==> config.mk <==
export PLATFORM = sky130hd
export DESIGN_NAME = pst_status_reg
export DESIGN_NICKNAME = d
export VERILOG_FILES = /design/src/logic/pst_pkg.sv /design/src/logic/pst_status_reg.sv /design/src/logic/pst_link_holdoff.sv
export SDC_FILE = /design/constraint.sdc
export NUM_CORES = 1
export LEC_CHECK = 0
export BUFFER_PORTS_ARGS = -buffer_cell sky130_fd_sc_hd__buf_4
export CAP_MARGIN = 20
export CORE_MARGIN = 8
export CORE_UTILIZATION = 50
export CTS_CLUSTER_SIZE = 30
export DETAILED_ROUTE_END_ITERATION = 8
export PLACE_DENSITY = 0.81
export SLEW_MARGIN = 40
export SYNTH_ARGS = -nofsm -noshare
export SYNTH_HDL_FRONTEND = slang
export SYNTH_HIERARCHICAL = 1
export SYNTH_SLANG_ARGS = --single-unit
==> constraint.sdc <==
create_clock -name SYS_CLK -period 1.9 [get_ports SYS_CLK]
set_input_delay 0.19 -clock SYS_CLK [delete_from_list [all_inputs] [get_ports SYS_CLK]]
set_output_delay 0.19 -clock SYS_CLK [all_outputs]
set_load 0.005 [all_outputs]
==> src/logic/pst_pkg.sv <==
// Package with the offsets, field positions, reset values and timing counts of the status register.
package pst_pkg;

    // Register address width and the offset of the status register.
    localparam int REG_ADDR_W = 5;
    localparam logic [4:0] PHY_STATUS_OFFSET = 5'h01;
    localparam int REG_DATA_W = 16;

    // Field positions inside the status register.
    localparam int ABIL_HI_POS = 15;
    localparam int ABIL_LO_POS = 9;
    localparam int EXT_STATUS_POS = 8;
    localparam int UNIDIR_POS = 7;
    localparam int PREAMBLE_SUPP_POS = 6;
    localparam int AN_DONE_POS = 5;
    localparam int REMOTE_FAULT_POS = 4;
    localparam int AN_ABILITY_POS = 3;
    localparam int LINK_STAT_POS = 2;
    localparam int JABBER_POS = 1;
    localparam int EXT_CAP_POS = 0;

    // Reset values of the stored bits.
    localparam logic LINK_STAT_RESET = 1'b0;
    localparam logic REMOTE_FAULT_RESET = 1'b0;
    localparam logic [15:0] RDATA_RESET = 16'h0000;

    // Link timer hold-off: the time in microseconds and its count of clock cycles.
    localparam int CLK_MHZ = 100;
    localparam int LINK_TIMER_US = 10000;
    localparam int LINK_TIMER_CYCLES = LINK_TIMER_US * CLK_MHZ;

    // States of the sync hold-off tracker, one-hot.
    typedef enum logic [2:0] {
        PST_DOWN = 3'b001,
        PST_UP   = 3'b010,
        PST_HOLD = 3'b100
    } pst_hold_state_t;

endpackage

==> src/logic/pst_status_reg.sv <==
// Management status register with fixed abilities, fault flag and latching-low link status.
module pst_status_reg #(
    parameter bit AN_PRESENT = 1'b1,
    parameter int LINK_TIMER_CYCLES = pst_pkg::LINK_TIMER_CYCLES
) (
    input wire logic SYS_CLK,
    input wire logic SYS_RST,
    input wire logic [4:0] REG_ADDR,
    input wire logic REG_RD,
    input wire logic REG_WR,
    input wire logic [15:0] REG_WDATA,
    input wire logic SYNC_STATUS,
    input wire logic AN_ENABLE,
    input wire logic AN_COMPLETE,
    input wire logic REMOTE_FAULT_EVT,
    input wire logic XCVR_RESET_DONE,
    output logic [15:0] REG_RDATA,
    output logic REG_RVALID
);

    logic sel_status;
    logic rd_status;
    logic wr_status;
    logic sync_held;
    logic an_ok;
    logic link_now;
    logic an_done_bit;
    logic fault_evt;
    logic link_stat_reg;
    logic link_stat_next;
    logic remote_fault_reg;
    logic remote_fault_next;
    logic [15:0] status_word;
    logic [15:0] rdata_next;
    logic rd_status_reg;
    logic [15:0] wdata_seen;

    // Decodes the register address and the read and write strobes.
    assign sel_status = (REG_ADDR == pst_pkg::PHY_STATUS_OFFSET);
    assign rd_status = REG_RD && sel_status;
    assign wr_status = REG_WR && !REG_RD && sel_status;

    // Write data is accepted and dropped, since every status bit is read only.
    assign wdata_seen = wr_status ? REG_WDATA : 16'h0000;

    // Holds sync for one link timer after a good link loses it.
    pst_link_holdoff #(
        .TIMER_CYCLES(LINK_TIMER_CYCLES)
    ) u_holdoff (
        .clk(SYS_CLK),
        .rst(SYS_RST),
        .sync_in(SYNC_STATUS),
        .link_good(link_now),
        .sync_held(sync_held)
    );

    // Negotiation counts as done when absent, disabled or finished.
    assign an_ok = !AN_PRESENT || !AN_ENABLE || AN_COMPLETE;

    // Live link state: held sync, negotiation done and transceiver out of reset.
    assign link_now = sync_held && an_ok && XCVR_RESET_DONE;

    // Negotiation complete bit only carries meaning when negotiation is built in.
    assign an_done_bit = AN_PRESENT ? AN_COMPLETE : 1'b0;

    // Remote fault events only exist with negotiation built in.
    assign fault_evt = AN_PRESENT && REMOTE_FAULT_EVT;

    // Link status: a read reloads the live state, otherwise a loss latches zero.
    always_comb begin
        link_stat_next = link_stat_reg;
        if (rd_status) begin
            link_stat_next = link_now;
        end else if (!link_now) begin
            link_stat_next = 1'b0;
        end
    end

    // Link status flip-flop, zero after reset.
    always_ff @(posedge SYS_CLK) begin
        if (SYS_RST) begin
            link_stat_reg <= pst_pkg::LINK_STAT_RESET;
        end else begin
            link_stat_reg <= link_stat_next;
        end
    end

    // Remote fault: a new event wins over the clear that a read makes.
    always_comb begin
        remote_fault_next = remote_fault_reg;
        if (fault_evt) begin
            remote_fault_next = 1'b1;
        end else if (rd_status) begin
            remote_fault_next = 1'b0;
        end
    end

    // Remote fault flip-flop.
    always_ff @(posedge SYS_CLK) begin
        if (SYS_RST) begin
            remote_fault_reg <= pst_pkg::REMOTE_FAULT_RESET;
        end else begin
            remote_fault_reg <= remote_fault_next;
        end
    end

    // Assembles the word as it reads now, before any clear from this read.
    always_comb begin
        status_word = 16'h0000;
        status_word[pst_pkg::ABIL_HI_POS:pst_pkg::ABIL_LO_POS] = 7'h00;
        status_word[pst_pkg::EXT_STATUS_POS] = 1'b1;
        status_word[pst_pkg::UNIDIR_POS] = 1'b1;
        status_word[pst_pkg::PREAMBLE_SUPP_POS] = 1'b1;
        status_word[pst_pkg::AN_DONE_POS] = an_done_bit;
        status_word[pst_pkg::REMOTE_FAULT_POS] = remote_fault_reg;
        status_word[pst_pkg::AN_ABILITY_POS] = AN_PRESENT;
        status_word[pst_pkg::LINK_STAT_POS] = link_stat_reg;
        status_word[pst_pkg::JABBER_POS] = 1'b0;
        status_word[pst_pkg::EXT_CAP_POS] = 1'b0;
    end

    // Read data for the next cycle; other offsets read as zero.
    always_comb begin
        rdata_next = pst_pkg::RDATA_RESET;
        if (rd_status) begin
            rdata_next = status_word;
        end
    end

    // Read data register, loaded on every read and held until the next one.
    always_ff @(posedge SYS_CLK) begin
        if (SYS_RST) begin
            REG_RDATA <= pst_pkg::RDATA_RESET;
        end else if (REG_RD) begin
            REG_RDATA <= rdata_next;
        end
    end

    // Read valid pulse one cycle after each read strobe.
    always_ff @(posedge SYS_CLK) begin
        if (SYS_RST) begin
            REG_RVALID <= 1'b0;
        end else begin
            REG_RVALID <= REG_RD;
        end
    end

    // Remembers whether the answer in flight belongs to the status register.
    always_ff @(posedge SYS_CLK) begin
        if (SYS_RST) begin
            rd_status_reg <= 1'b0;
        end else begin
            rd_status_reg <= rd_status;
        end
    end

    // The old ability bits of a status answer are zero.
    a_abil_zero: assert property (@(posedge SYS_CLK) disable iff (SYS_RST)
        (REG_RVALID && rd_status_reg) |-> (REG_RDATA[15:9] == 7'h00))
        else $error("status ability bits 15 to 9 not zero");

    // Extended status, unidirectional and preamble bits read one.
    a_ext_status: assert property (@(posedge SYS_CLK) disable iff (SYS_RST)
        (REG_RVALID && rd_status_reg) |-> REG_RDATA[8])
        else $error("extended status bit not one");

    a_unidir_one: assert property (@(posedge SYS_CLK) disable iff (SYS_RST)
        (REG_RVALID && rd_status_reg) |-> REG_RDATA[7])
        else $error("unidirectional ability bit not one");

    a_preamble_one: assert property (@(posedge SYS_CLK) disable iff (SYS_RST)
        (REG_RVALID && rd_status_reg) |-> REG_RDATA[6])
        else $error("preamble suppression bit not one");

    // Negotiation complete reported as it stood in the read cycle.
    a_an_done: assert property (@(posedge SYS_CLK) disable iff (SYS_RST)
        rd_status |=> (REG_RDATA[5] == $past(an_done_bit)))
        else $error("negotiation complete bit does not follow the input");

    // A fault event is held until read, and a read without event clears it.
    a_fault_set: assert property (@(posedge SYS_CLK) disable iff (SYS_RST)
        fault_evt |=> remote_fault_reg)
        else $error("remote fault not captured");

    a_fault_clear: assert property (@(posedge SYS_CLK) disable iff (SYS_RST)
        (rd_status && !fault_evt) |=> !remote_fault_reg)
        else $error("remote fault not cleared by read");

    // A read of a set fault flag reports it before the clear takes effect.
    a_fault_report: assert property (@(posedge SYS_CLK) disable iff (SYS_RST)
        (rd_status && remote_fault_reg) |=> REG_RDATA[4])
        else $error("set remote fault not reported by the read");

    // Negotiation ability reads one when negotiation is built in.
    a_an_ability: assert property (@(posedge SYS_CLK) disable iff (SYS_RST)
        (REG_RVALID && rd_status_reg) |-> (REG_RDATA[3] == AN_PRESENT))
        else $error("negotiation ability bit wrong");

    // Link loss latches zero, and a read reloads the live state.
    a_link_latch: assert property (@(posedge SYS_CLK) disable iff (SYS_RST)
        (!link_now && !rd_status) |=> !link_stat_reg)
        else $error("link status did not latch low");

    a_link_reload: assert property (@(posedge SYS_CLK) disable iff (SYS_RST)
        rd_status |=> (link_stat_reg == $past(link_now)))
        else $error("read did not reload link status");

    // A latched zero only rises again through a read.
    a_link_stays: assert property (@(posedge SYS_CLK) disable iff (SYS_RST)
        (!rd_status && !link_stat_reg) |=> !link_stat_reg)
        else $error("link status rose without a read");

    // The read answer carries the latched link bit as it stood before the reload.
    a_link_answer: assert property (@(posedge SYS_CLK) disable iff (SYS_RST)
        rd_status |=> (REG_RDATA[2] == $past(link_stat_reg)))
        else $error("read answer does not show the latched link bit");

    // The live link needs the transceiver out of reset.
    a_link_xcvr: assert property (@(posedge SYS_CLK) disable iff (SYS_RST)
        (!XCVR_RESET_DONE && !rd_status) |=> !link_stat_reg)
        else $error("link status high while transceiver in reset");

    // Jabber and extended capability bits read zero.
    a_low_zero: assert property (@(posedge SYS_CLK) disable iff (SYS_RST)
        (REG_RVALID && rd_status_reg) |-> (REG_RDATA[1:0] == 2'b00))
        else $error("status bits 1 and 0 not zero");

    // A write alone never clears the fault flag.
    a_write_none: assert property (@(posedge SYS_CLK) disable iff (SYS_RST)
        (wr_status && remote_fault_reg) |=> remote_fault_reg)
        else $error("write cleared the remote fault flag");

    // A write never disturbs a link bit that is up with the link still good.
    a_write_link: assert property (@(posedge SYS_CLK) disable iff (SYS_RST)
        (wr_status && link_stat_reg && link_now) |=> link_stat_reg)
        else $error("write changed the link status bit");

endmodule

==> src/logic/pst_link_holdoff.sv <==
// Sync hold-off tracker that keeps a good link's sync valid for one link timer after loss.
module pst_link_holdoff #(
    parameter int TIMER_CYCLES = pst_pkg::LINK_TIMER_CYCLES
) (
    input wire logic clk,
    input wire logic rst,
    input wire logic sync_in,
    input wire logic link_good,
    output logic sync_held
);

    localparam int CNT_W = $clog2(TIMER_CYCLES + 1);
    localparam logic [CNT_W-1:0] CNT_LAST = CNT_W'(TIMER_CYCLES - 1);

    pst_pkg::pst_hold_state_t state_reg;
    pst_pkg::pst_hold_state_t state_next;
    logic [CNT_W-1:0] cnt_reg;

    // Next state: a good link that loses sync enters the hold, which ends on timeout.
    always_comb begin
        state_next = state_reg;
        case (state_reg)
            pst_pkg::PST_DOWN: begin
                if (sync_in && link_good) begin
                    state_next = pst_pkg::PST_UP;
                end
            end
            pst_pkg::PST_UP: begin
                if (!sync_in) begin
                    state_next = pst_pkg::PST_HOLD;
                end
            end
            pst_pkg::PST_HOLD: begin
                if (sync_in) begin
                    state_next = pst_pkg::PST_UP;
                end else if (cnt_reg == CNT_LAST) begin
                    state_next = pst_pkg::PST_DOWN;
                end
            end
            default: begin
                state_next = pst_pkg::PST_DOWN;
            end
        endcase
    end

    // State register.
    always_ff @(posedge clk) begin
        if (rst) begin
            state_reg <= pst_pkg::PST_DOWN;
        end else begin
            state_reg <= state_next;
        end
    end

    // Counts the cycles of sync loss spent in the hold.
    always_ff @(posedge clk) begin
        if (rst) begin
            cnt_reg <= '0;
        end else if (state_reg == pst_pkg::PST_HOLD && !sync_in) begin
            cnt_reg <= cnt_reg + 1'b1;
        end else begin
            cnt_reg <= '0;
        end
    end

    // Sync seen by the link logic: live sync, or a good link whose loss is still timed.
    // Tracking from the up state as well covers the first cycle of a loss, before the hold.
    assign sync_held = sync_in || (state_reg != pst_pkg::PST_DOWN);

    // A good link that loses sync keeps its held sync in that cycle and the next.
    a_hold_start: assert property (@(posedge clk) disable iff (rst)
        (state_reg == pst_pkg::PST_UP && !sync_in) |-> sync_held ##1 sync_held)
        else $error("held sync dropped at the start of a sync loss");

    // The hold ends exactly after the full timer when sync stays lost.
    a_hold_expire: assert property (@(posedge clk) disable iff (rst)
        (state_reg == pst_pkg::PST_HOLD && !sync_in && cnt_reg == CNT_LAST)
        |=> (state_reg == pst_pkg::PST_DOWN))
        else $error("hold did not end when the link timer ran out");

endmodule

==> Word level (Yosys, flattened, before mapping) <==
Index checks and enable logic that the tools add are counted.
Widths: inputs -> output; s select.
{ "classes": {"div_mod_pow": 0, "reduce_logical": 12, "magnitude_cmp": 0, "bitwise": 1, "multipliers": 0, "shifts": 0, "eq_ne": 10, "mux": 10, "n_addsub": 1} }
{ "ops": {"columns": ["op", "n"], "rows": [
  ["$add 20x1->20 const B", 1],
  ["$eq 20x20->1 const B", 1],
  ["$mux 3", 4],
  ["$mux 9", 1],
  ["$pmux 3 s3", 1],
  ["$eq 5x1->1 const B", 1],
  ["$logic_and 1x1->1", 5],
  ["$mux 1", 4],
  ["$ne 2x2->1 const B", 2],
  ["$eq 3x1->1 const B", 1],
  ["$eq 3x2->1 const B", 1],
  ["$eq 3x3->1 const B", 1],
  ["$ne 3x1->1 const B", 1],
  ["$ne 3x2->1 const B", 1],
  ["$reduce_and 3->1", 1],
  ["$logic_not 1->1", 2],
  ["$logic_or 1x1->1", 2],
  ["$ne 2x1->1 const B", 1],
  ["$reduce_bool 2->1", 1],
  ["$reduce_or 2->1", 1],
  ["$not 1->1", 1]
]} }
{ "totals": {"register_bits": 42, "out_inout_bits": 17, "inputBits": 30, "romBits": 0, "mem_bits_rw": 0, "n_memories": 0, "wordCells": 40, "latchBits": 0} }

==> Longest topological paths before layout <==
Gate-level depths: netlist of the first run.
{ "depth": {"depth_word": 7, "mapped_depth": 8, "ltp_nobuf": 8} }

==> By module <==
The synthesis of the first run kept the hierarchy.
{ "modules_own_cells": {"columns": ["mod", "cells_per_inst", "seq_area_each_um2", "n_inst", "area_per_inst_um2"], "rows": [
  ["pst_link_holdoff", 122, 460.4, 1, 1069.8],
  ["pst_status_reg", 41, 140.1, 1, 406.6]
]} }

==> Least setup slack after synthesis of the first run <==
No wires, ideal clock.
{ "synth_path": {"kind": "register to register", "from": "reg u_holdoff.cnt_reg[6]", "to": "reg u_holdoff.cnt_reg[18]", "synth_period_minus_slack_ns": 1.466, "path_stages_with_launch": 5, "required_time_ns": 1.830, "n_path_buf": 0, "setup_slack_ns": 0.434, "arrival_ns": 1.396, "setup_ns": 0.070, "cell_sequence": "dfxtp_1 and4_4 nand4_4 or4_1 a21oi_1"} }
{ "synth_via": {"elab_chain_cells": 1} }
{ "synth_lines": {"columns": ["element", "line", "text"], "rows": [
  ["from (decl)", "pst_link_holdoff.sv:17", "logic [CNT_W-1:0] cnt_reg;"],
  ["from (signal assigned)", "pst_link_holdoff.sv:60", "cnt_reg <= cnt_reg + 1'b1;"],
  ["$add 20x1->20", "pst_link_holdoff.sv:60", null]
]} }
No other way between the ends.
A chain may end at the register's enable or synchronous reset.

==> Final worst setup path of the first run <==
{ "layout_path": {"from": "reg u_holdoff.cnt_reg[0]", "to": "reg u_holdoff.cnt_reg[10]"} }
The elaborated chain is that of the path after synthesis.

==> results.env, run 1 <==
DIE_W_UM=70.34
POWER.STATIC_LEAKAGE_uW=0.0006352
CLOCK.FMAX_MHz=587.5
TIMING.HOLD.WORST.START='REMOTE_FAULT_EVT'
DIE_H_UM=70.34
NUMBER_OF_FLIP_FLOPS_AND_LATCHES_IN_THE_SYNTHESIZED_NETLIST=30
MOSTFREQUENTLAYOUTCELLS='dfxtp_1, buf_4, nor2_1'
RUN_STATUS='completed'
CTS.ROOT.BUFFER_CELL='clkbuf_4'
ENDPOINT_OF_THE_WORST_HOLD_PATH='remote_fault_reg'
NUMBER_OF_GLOBAL_ROUTE_VIAS_BEFORE_REPAIR=1140
FLOORPLAN.INITIALDENSITY_PCT=53.08
CRIT_FANOUT=6
CTS.CLK_SLEW.WORST_PATHS_NS=0.09
TIMING.FINAL.SETUP_VIOLATIONS=0
DRCVIOLATIONCOUNT=0
REPORT.FINAL.SLEW_VIOL_COUNT=0
SYNTH_LARGEST_TYPE_AREA_FRACTION_PCT=40.68
WORSTSETUPSTARTPOINTTYPE='flop'
IO_BUFFER_COUNT=20
CTS_SETUP_BUFFERS=0
DETAIL_ROUTE.FIRST_PASS.ITERATIONS=4
CORE-AREA_UM2=2781
INSTANCE_COUNT_ALONG_THE_MOST_CRITICAL_HOLD_PATH=2
CP.REQUIRED_NS=2.18
RSZ0062_AT_GRT='false'
SYNTHDOMINANTAREACELLTYPE='dfxtp_1'
SYN-CELL-AREA_UM2=1476
CTS_HTREE_LEVELS=2
ANTENNA_CELL_COUNT=0
FINALWEIGHTEDCONGESTION=0.8630
NUM-NETS-FINAL=216
SETUP_TOTAL_NEGATIVE_SLACK_NS=0
WORST-SETUP-PATH-TYPE='reg2reg'
OVERFLOW_AFTER_GRT=0
TIMING.CRITICAL_PATH.MAX_DELAY_FAMILY='simple AND/OR/NAND/NOR gates'
MIN-DELAY-PATH-CLASS='in2reg'
WORST_CLOCK_SKEW_NS=0.005435
NUMBER_OF_FLIP_FLOPS_UNDER_THE_LARGEST_REGISTER_NAME=20
MOSTFREQUENTLAYOUTCELL='dfxtp_1'
YS_TOP_CELLS_BY_AREA='dfxtp_1, buf_4, nor2_1'
SETUP.REG_TO_REG.WORST_SLACK_NS=0.20
GLOBAL_ROUTE_WIRE_LENGTH_BEFORE_REPAIR_MM=5.106
MULTIINPUTGATEAREA_UM2=793.3
FP.DIEAREA_UM2=4948
COUNT_OF_FILL_CELLS_ADDED_DURING_FILLER_INSERTION=230
POST_ROUTE_CELLS_DRIVE_ABOVE_1_SHARE_PCT=19.89
FF_LATCH_AREA_UM2=600.6
TOP_LEVEL_PORTS=47
ASYNC_FLOP_SHARE_PCT=0
AVGROUTEDWIREPERCELL_UM=13.78
CTS_BUFFERS=5
REPORT.FINAL.HOLD_VIOL_COUNT=0
SYNTH_TOP_FLOP_CELL='dfxtp_1'
SETUP.WORST_PATH.END_CLASS='flop'
WORST-PATH-BUF-INV=0
CLOCK_NETWORK_LATENCY_TO_THE_LATER_PIN_OF_THE_WORST_SKEW_PAIR_NS=0.33
CTS_TREE='done'
STD_CELL_ROWS=19
CTSLONGESTPATHBUFFERS=2
SYNTH.YOSYS.WARNINGS=6
LAYOUT-AREA-OVERHEAD-VS-SYNTH_PCT=13.98
LARGEST_NET_DEGREE_AT_THE_START_OF_GLOBAL_ROUTING=20
ANTENNA_LEFT=0
POWER.DENSITY_nW_PER_UM2=702.5
DETAIL_ROUTE.VIAS_PER_CELL=5.599
SEQ_AREA_FRAC_SYNTH_PCT=40.68
R2R.WORST_PATH.CELLS=5
CRIT_CELLS=5
DRV_CAP=0
SYNTH_CELL_TYPE_COUNT=43
WORST_PATH_CELL_WITH_THE_LONGEST_STAGE_DELAY='or4_1'
WORSTPATHCELLLIST='ha_1 -> and3_1 -> nand3_1 -> or4_1 -> nand2_1'
MIN_PERIOD_NS=1.702
DRT-INITIAL-DRC-COUNT=67
DRT-TOTAL-WL_MM=2.990
SYN_AVG_CELL_AREA_UM2=9.058
COUNT_OF_FLIP_FLOPS_WITH_A_BUILT_IN_ENABLE_AFTER_SYNTHESIS=0
TIMING.RR.END='u_holdoff/cnt_reg[10]'
MIN_PERIOD_OVER_PERIOD_PCT=89.58
DR_TOTAL_VIAS=1215
ANTENNA_FOUND_INITIAL=0
CTS_HOLD_REPAIR_BUFFERS=0
CTS.SINKS=30
R2R-START='u_holdoff/cnt_reg[0]'
POST-ROUTE-UTIL_PCT=60.50
POST_DP_HPWL_MM=2.245
CPPEAKSTAGEDELAY_NS=0.45
GRT_UTIL_ALL_LAYERS_PCT=12.51
ARRIVAL_NS=1.98
CELLS_RESIZED_BY_POST_CTS_REPAIR=0
POWER.IR.VDD_WORST_mV=0.6685
POSTSYNTHCELLCOUNT=163
-- synth_stat cells, types with 2 or more instances --
master / n
o31ai_1: 3
nand2b_1: 3
nand2_1: 13
inv_1: 4
nand3_1: 7
nor2_1: 17
and3_1: 3
o21ai_0: 5
or4b_1: 2
and2_1: 3
nor2b_1: 3
buf_4: 12
or3_1: 4
nand4_1: 2
nor4_1: 2
and4_4: 2
nand3b_1: 4
or4_1: 4
xnor2_1: 6
dfxtp_1: 30
a21oi_1: 10
xor2_1: 3
-- per-layer routing --
metal	up-vias	wire, µm	GRT usage [%]
li1	610	-	-
met1	565	1273	14.19
met2	32	1462	19.42
met3	8	205	6.497
met4	0	49	4.688
met5	-	0	0
-- where the power goes --
part           switching, µW  internal (µW)  total, µW
clock network            215            272        487
registers               2.77            633        636
logic                   28.1           31.1       59.2
total                    246            936       1180
-- worst max path at each step --
stage | from | endpoint
6_report | u_holdoff/cnt_reg[0] | u_holdoff/cnt_reg[10]
5_1_grt | u_holdoff/cnt_reg[0] | u_holdoff/cnt_reg[14]
3_5_place_dp | u_holdoff/cnt_reg[0] | u_holdoff/cnt_reg[10]
2_1_floorplan | u_holdoff/cnt_reg[6] | u_holdoff/cnt_reg[18]
4_1_cts | u_holdoff/cnt_reg[0] | u_holdoff/cnt_reg[10]
3_3_place_gp | u_holdoff/cnt_reg[0] | u_holdoff/cnt_reg[10]
-- area by class of cell --
| type | count | share of cell area, % |
|---|---|---|
| tap | 31 | 2.305 |
| clock inverter | 3 | 2.379 |
| timing repair buffer | 21 | 9.368 |
| inverter | 4 | 0.8922 |
| multi-input combinational | 123 | 47.14 |
| clock buffer | 5 | 2.230 |
| sequential | 30 | 35.69 |
-- per-stage QoR --
step	worst slack, ns	cells	hold WS, ns	cell area (µm²)	total power (µW)
floorplan	0.4341	171	0.2543	1506	690.1
detailed placement	0.2295	209	0.4217	1605	708.5
global placement	0.2992	209	0.4148	1605	706.2
global route	0.02460	217	0.07984	1683	1232
finish	0.1980	217	0.09685	1683	1182
CTS	0.1918	217	0.08818	1683	1197
-- cells by family after synthesis --
logic type | after synthesis | share of synthesized area, %
DFF | 30 | 40.68
xor gates and xnor gates | 9 | 5.339
adders and majority gates | 1 | 0.8473
other | 1 | 0.2540
AOI/OAI and AO/OA | 28 | 13.05
and+or+nand+nor | 76 | 32.20
buffers and inverters | 18 | 7.627
No activity file was read; power rests on OpenSTA's default activity.
==> inputs of run 2 (changes only) <==
CORE_MARGIN = 2   (was 8)
PLACE_DENSITY = unset   (was 0.81)
PLACE_DENSITY_LB_ADDON = 0.2   (was unset)
==> run 2 against run 1 <==
Maximum frequency fell by 0.56%. First-iteration DRC count fell by 70%. Flip-flop and latch count did not move. Via count rose by 1.6%. Sequential share of layout area rose by 0.21 points. Utilization fell by 0.36 points. Final area fell by 0.59%. Power fell by 8.6%. Worst hold slack improved by 0.0016 ns. Non-clock buffer count rose by 1. Cell count rose by 0.46%. Combinational power fell by 2%. Critical path type unchanged. Critical endpoint is now u_holdoff/state_reg[2].
==> results.env, run 2 (synthesis results as in run 1) <==
SETUP.WORST_PATH.END_CLASS='flop'  # unchanged
GRT_UTIL_ALL_LAYERS_PCT=19.43  # was 12.51%
RSZ0062_AT_GRT='false'  # unchanged
ANTENNA_FOUND_INITIAL=0  # unchanged
POWER.IR.VDD_WORST_mV=0.5982  # was 0.6685 mV
POWER.DENSITY_nW_PER_UM2=646.3  # was 702.5 nW/µm²
WORSTSETUPSTARTPOINT='u_holdoff/cnt_reg[13]'  # was u_holdoff/cnt_reg[0]
DRCVIOLATIONCOUNT=0  # unchanged
CP.REQUIRED_NS=2.12  # was 2.18 ns
POWER.STATIC_LEAKAGE_uW=0.0006296  # was 0.0006352 µW
TIMING.FINAL.SETUP_VIOLATIONS=0  # unchanged
IO_BUFFER_COUNT=20  # unchanged
CTS.ROOT.BUFFER_CELL='clkbuf_4'  # unchanged
CLOCK_NETWORK_LATENCY_TO_THE_LATER_PIN_OF_THE_WORST_SKEW_PAIR_NS=0.32  # was 0.33 ns
CRIT_FANOUT=5  # was 6
POST_DP_HPWL_MM=2.054  # was 2.245 mm
RUN_STATUS='completed'  # unchanged
WORST_CLOCK_SKEW_NS=0.008289  # was 0.005435 ns
CTS_HTREE_LEVELS=2  # unchanged
REPORT.FINAL.HOLD_VIOL_COUNT=0  # unchanged
WORST-SETUP-PATH-TYPE='reg2reg'  # unchanged
LAYOUT-AREA-OVERHEAD-VS-SYNTH_PCT=13.30  # was 13.98%
SHARE_SEQ_OF_TOTAL_POWER_PCT=58.8  # was 53.8%
R2R-START='u_holdoff/cnt_reg[13]'  # was u_holdoff/cnt_reg[0]
CTS_BUFFERS=5  # unchanged
DETAIL_ROUTE.FIRST_PASS.ITERATIONS=4  # unchanged
OVERFLOW_AFTER_GRT=0  # unchanged
SETUP_TOTAL_NEGATIVE_SLACK_NS=0  # unchanged
DIE_W_UM=58.34  # was 70.34 µm
STD_CELL_ROWS=19  # unchanged
DRV_CAP=0  # unchanged
DR_TOTAL_VIAS=1235  # was 1,215
CTS.CLK_SLEW.WORST_PATHS_NS=0.09  # about the same
CLOCK_POWER_SHARE_PCT=35.8  # was 41.2%
CTS_HOLD_REPAIR_BUFFERS=0  # unchanged
DIE_H_UM=58.34  # was 70.34 µm
CTS.SINKS=30  # unchanged
POST_ROUTE_CELLS_DRIVE_ABOVE_1_SHARE_PCT=19.79  # was 19.89%
P_TOTAL_uW=1081  # was 1182 µW
NETSWITCHINGPOWER_uW=238.2  # was 246.0 µW
CTS_SETUP_BUFFERS=0  # unchanged
CORE-AREA_UM2=2781  # unchanged
MIN_PERIOD_NS=1.712  # was 1.702 ns
FP.DIEAREA_UM2=3404  # was 4948 µm²
P_INT_uW=843.0  # was 936.3 µW
SETUP.REG_TO_REG.WORST_SLACK_NS=0.19  # was 0.20 ns
DRT-TOTAL-WL_MM=2.772  # was 2.990 mm
MIN_PERIOD_OVER_PERIOD_PCT=90.08  # was 89.58%
CTS_TREE='done'  # unchanged
REPORT.FINAL.SLEW_VIOL_COUNT=0  # unchanged
ANTENNA_LEFT=0  # unchanged
NETSWITCHINGFRACTION_PCT=22.03  # was 20.81%
AVGROUTEDWIREPERCELL_UM=12.72  # was 13.78 µm
GLOBAL_ROUTE_WIRE_LENGTH_BEFORE_REPAIR_MM=5.016  # was 5.106 mm
CELLS_RESIZED_BY_POST_CTS_REPAIR=0  # unchanged
CTSLONGESTPATHBUFFERS=2  # unchanged
DRT-INITIAL-DRC-COUNT=20  # was 67
FLOORPLAN.INITIALDENSITY_PCT=53.08  # unchanged
PART_OF_THE_TOTAL_POWER_DISSIPATED_IN_COMBINATIONAL_LOGIC_PCT=5.4  # was 5.0%
LARGEST_NET_DEGREE_AT_THE_START_OF_GLOBAL_ROUTING=11  # was 20
NUMBER_OF_FLIP_FLOPS_UNDER_THE_LARGEST_REGISTER_NAME=20  # unchanged
TOP_LEVEL_PORTS=47  # unchanged
TIMING.HOLD.WORST.START='REMOTE_FAULT_EVT'  # unchanged
NUM-NETS-FINAL=217  # was 216
MOSTFREQUENTLAYOUTCELLS='dfxtp_1, buf_4, nor2_1'  # unchanged
FINALWEIGHTEDCONGESTION=0.7352  # was 0.8630
DETAIL_ROUTE.VIAS_PER_CELL=5.665  # was 5.599
MOSTFREQUENTLAYOUTCELL='dfxtp_1'  # unchanged
ANTENNA_CELL_COUNT=0  # unchanged
WORSTSETUPSTARTPOINTTYPE='flop'  # unchanged
ARRIVAL_NS=1.93  # was 1.98 ns
MIN-DELAY-PATH-CLASS='in2reg'  # unchanged
NUMBER_OF_GLOBAL_ROUTE_VIAS_BEFORE_REPAIR=1174  # was 1,140
CLOCK.FMAX_MHz=584.3  # was 587.5 MHz
## run 2: cell count changes in the layout (fill, tap and decap cells not counted)
cell,previous run,this run
buf_4,21,22
bufinv_16,1,0
clkbuf_1,0,1
clkbuf_8,0,1
clkinv_2,2,1
## run 2: worst max-delay path, cell delays in order (launching register included)
cell and delay (ns):
dfxtp_1 0.35, or4_1 0.53, nor4_1 0.29, a31oi_1 0.19
a31o_2 0.24
## run 2: path summary, 6_finish.rpt
path / depth (start not counted) / endpoint
setup reg to reg: 4 / u_holdoff/state_reg[2]
setup / recovery: 4 / u_holdoff/state_reg[2]
hold / removal: 2 / remote_fault_reg
hold reg to reg: 2 / REG_RDATA[5]
## run 2: area by class of cell
cell class | instances | area (µm²)
Multi-Input combinational cell | 123 | 793.3
Timing Repair Buffer | 22 | 165.2
Sequential cell | 30 | 600.6
Clock buffer | 7 | 55.05
Clock inverter | 1 | 5.005
Fill cell | 255 | 1109
Inverter | 4 | 15.01
Tap cell | 31 | 38.79
## run 2: routing by layer
layer	vias up	global-route usage, %	share of wire [%]	wire [µm]
met3	10	5.055	4.4	123
met2	28	31.62	48	1341
li1	613	-	-	-
met1	584	22.92	44	1227
met5	-	0	0	0
met4	0	11.63	2.8	79
## run 2: power by group through the flow
stage          clock network, µW  logic [µW]  registers (µW)
5_1_grt                      426        65.9             637
4_1_cts                      405        58.2             636
3_3_place_gp                   0        56.4             650
2_1_floorplan                  0        39.9             650
3_5_place_dp                   0        57.9             651
6_report                     387        58.2             636
## run 2: stage by stage
stage | utilization [%] | cell area (µm²) | std cells | hold WS (ns) | setup WS (ns)
after floorplan | - | 1506 | 171 | 0.2543 | 0.4341
after global placement | 57.98 | 1613 | 210 | 0.4176 | 0.2706
after detailed placement | 57.98 | 1613 | 210 | 0.4232 | 0.2291
after CTS | 60.14 | 1673 | 218 | 0.08242 | 0.2036
after global routing | 60.14 | 1673 | 218 | 0.08236 | 0.08268
final | 60.14 | 1673 | 218 | 0.09844 | 0.1884
==> inputs of run 3 (changes only) <==
PLACE_DENSITY = 0.79   (was unset)
PLACE_DENSITY_LB_ADDON = unset   (was 0.2)
==> run 3 against run 2 <==
Worst hold slack worse by 0.0060 ns. Clock-buffer cell count stayed put. Clock power is 2% lower. Global-route usage is 1.2 points lower. Utilization stayed put. Die area stayed put. Clock skew is 0.0050 ns lower. Cell count stayed put. Critical path depth is 1 higher. First-iteration DRC count is 65% higher. Non-clock buffer count stayed put.
==> results.env, run 3 (synthesis results as in run 1) <==
GLOBAL_ROUTE.PEAK_USAGE_LAYER='met2'  # unchanged
PLACEMENT.CELL_AREA_UM2=1613  # unchanged
CTS_HTREE_LEVELS=2  # unchanged
COUNT_OF_FILL_CELLS_ADDED_DURING_FILLER_INSERTION=235  # was 255
NUMBER_OF_GLOBAL_ROUTE_VIAS_BEFORE_REPAIR=1117  # was 1,174
RUN_STATUS='completed'  # unchanged
CTS.ROOT.BUFFER_CELL='clkbuf_4'  # unchanged
CP.REQUIRED_NS=2.15  # was 2.12 ns
GROUTE.LAYER.MET3.USAGE_PCT=5.934  # was 5.055%
SETUP.WORST_PATH.END_CLASS='flop'  # unchanged
MOSTFREQUENTLAYOUTCELL='dfxtp_1'  # unchanged
ANTENNA_CELL_COUNT=0  # unchanged
R2R-START='u_holdoff/cnt_reg[0]'  # was u_holdoff/cnt_reg[13]
ANTENNA_LEFT=0  # unchanged
ARRIVAL_NS=1.92  # was 1.93 ns
POST_DP_HPWL_MM=2.061  # was 2.054 mm
WORSTSETUPSTARTPOINTTYPE='flop'  # unchanged
MIN_PERIOD_NS=1.667  # was 1.712 ns
R2R.WORST_PATH.CELLS=5  # was 4
DETAIL_ROUTE.FIRST_PASS.ITERATIONS=4  # unchanged
OVERFLOW_AFTER_GRT=0  # unchanged
AVGROUTEDWIREPERCELL_UM=12.15  # was 12.72 µm
DPL.CELL_COUNT=210  # unchanged
DIE_H_UM=58.34  # unchanged
DIE_W_UM=58.34  # unchanged
CLOCK_NETWORK_LATENCY_TO_THE_LATER_PIN_OF_THE_WORST_SKEW_PAIR_NS=0.32  # about the same
DRV_CAP=0  # unchanged
WORST_CLOCK_SKEW_NS=0.003280  # was 0.008289 ns
NUM-NETS-FINAL=217  # unchanged
CRIT_FANOUT=6  # was 5
GRT_USE_MET1_PCT=20.70  # was 22.92%
RSZ0062_AT_GRT='false'  # unchanged
POST_ROUTE_CELLS_DRIVE_ABOVE_1_SHARE_PCT=19.79  # unchanged
SETUP_TOTAL_NEGATIVE_SLACK_NS=0  # unchanged
DETAIL_ROUTE.VIAS_PER_CELL=5.408  # was 5.665
MULTIINPUTGATEAREA_UM2=793.3  # unchanged
FINAL_CELL_AREA_EXCLUDING_FILLER_CELLS_UM2=1673  # unchanged
ANTENNA_FOUND_INITIAL=0  # unchanged
POWER.IR.VDD_WORST_mV=0.6938  # was 0.5982 mV
DR_TOTAL_VIAS=1179  # was 1,235
FINALNONFILLERCELLS=218  # unchanged
INSTANCE_COUNT_ALONG_THE_MOST_CRITICAL_HOLD_PATH=2  # unchanged
CLOCK.FMAX_MHz=599.9  # was 584.3 MHz
MIN-DELAY-PATH-CLASS='in2reg'  # unchanged
GLOBAL_ROUTE_WIRE_LENGTH_BEFORE_REPAIR_MM=4.712  # was 5.016 mm
CTS_BUFFERS=5  # unchanged
POWER.STATIC_LEAKAGE_uW=0.0006296  # unchanged
MIN_PERIOD_OVER_PERIOD_PCT=87.73  # was 90.08%
SETUP.REG_TO_REG.WORST_SLACK_NS=0.23  # was 0.19 ns
NUMBER_OF_FLIP_FLOPS_UNDER_THE_LARGEST_REGISTER_NAME=20  # unchanged
CELLS_RESIZED_BY_POST_CTS_REPAIR=0  # unchanged
CTS.CLK_SLEW.WORST_PATHS_NS=0.09  # about the same
CTS_HOLD_REPAIR_BUFFERS=0  # unchanged
TIMING.FINAL.SETUP_VIOLATIONS=0  # unchanged
MOSTFREQUENTLAYOUTCELLS='dfxtp_1, buf_4, nor2_1'  # unchanged
REPORT.FINAL.SLEW_VIOL_COUNT=0  # unchanged
FINALWEIGHTEDCONGESTION=0.8298  # was 0.7352
REPORT.FINAL.HOLD_VIOL_COUNT=0  # unchanged
WORSTSETUPSTARTPOINT='u_holdoff/cnt_reg[0]'  # was u_holdoff/cnt_reg[13]
ENDPOINT_OF_THE_WORST_HOLD_PATH='remote_fault_reg'  # unchanged
DRT-INITIAL-DRC-COUNT=33  # was 20
TIMING.RR.END='u_holdoff/cnt_reg[14]'  # was u_holdoff/state_reg[2]
FF_LATCH_AREA_UM2=600.6  # unchanged
WORST-SETUP-PATH-TYPE='reg2reg'  # unchanged
LAYOUT-AREA-OVERHEAD-VS-SYNTH_PCT=13.30  # unchanged
GRT.MET2_USAGE_PCT=31.62  # unchanged
LARGEST_NET_DEGREE_AT_THE_START_OF_GLOBAL_ROUTING=11  # unchanged
CTS.SINKS=30  # unchanged
IO_BUFFER_COUNT=20  # unchanged
POWER.DENSITY_nW_PER_UM2=642.6  # was 646.3 nW/µm²
TIMING.HOLD.WORST.START='REMOTE_FAULT_EVT'  # unchanged
FP.DIEAREA_UM2=3404  # unchanged
STD_CELL_ROWS=19  # unchanged
TOP_LEVEL_PORTS=47  # unchanged
CTS_SETUP_BUFFERS=0  # unchanged
HOLD_WS_NS=0.09241  # was 0.09844 ns
CTS_TREE='done'  # unchanged
CTSLONGESTPATHBUFFERS=2  # unchanged
FLOORPLAN.INITIALDENSITY_PCT=53.08  # unchanged
CORE-AREA_UM2=2781  # unchanged
GRT_UTIL_ALL_LAYERS_PCT=18.22  # was 19.43%
DRCVIOLATIONCOUNT=0  # unchanged
DRT-TOTAL-WL_MM=2.648  # was 2.772 mm
==> run 3: cell counts in the layout (fill, tap and decap cells not counted) <==
No cell type changed its count.
==> run 3: final cells by class <==
cell class | instances | share of cell area (%)
Inverter | 4 | 0.8975
Clock buffer | 7 | 3.291
Timing Repair Buffer | 22 | 9.873
Sequential cell | 30 | 35.90
Clock inverter | 1 | 0.2992
Tap cell | 31 | 2.319
Multi-Input combinational cell | 123 | 47.42
==> run 3: per-stage QoR <==
stage               setup WS [ns]  utilization [%]  total power, µW
floorplan                  0.4341                -            690.1
global placement           0.3097            57.98            706.4
detailed placement         0.2730            57.98            709.3
CTS                        0.2411            60.14             1094
global route               0.1041            60.14             1130
finish                     0.2331            60.14             1075
==> run 3: routing by layer <==
layer | wire [µm] | share of wire, %
met5 | 0 | 0
met4 | 46 | 1.7
met3 | 113 | 4.3
met2 | 1346 | 51
met1 | 1141 | 43
==> run 3: how the worst max path moves through the flow <==
stage	slack (ns)	end
6_report	0.23	u_holdoff/cnt_reg[14]
5_1_grt	0.10	u_holdoff/cnt_reg[14]
4_1_cts	0.24	u_holdoff/cnt_reg[14]
3_5_place_dp	0.27	u_holdoff/cnt_reg[14]
3_3_place_gp	0.31	u_holdoff/state_reg[2]
2_1_floorplan	0.43	u_holdoff/cnt_reg[18]
==> run 3: worst max-delay path, cell delays in order (launching register included) <==
cell     delay [ns]
dfxtp_1        0.41
ha_1           0.23
and3_1         0.24
nand3_1        0.20
or3_1          0.36
a21oi_1        0.16
==> run 3: power by group <==
group / internal, µW / switching [µW]
sequential: 633 / 2.99
clock: 179 / 202
combinational: 31.1 / 27.5
total: 843 / 232
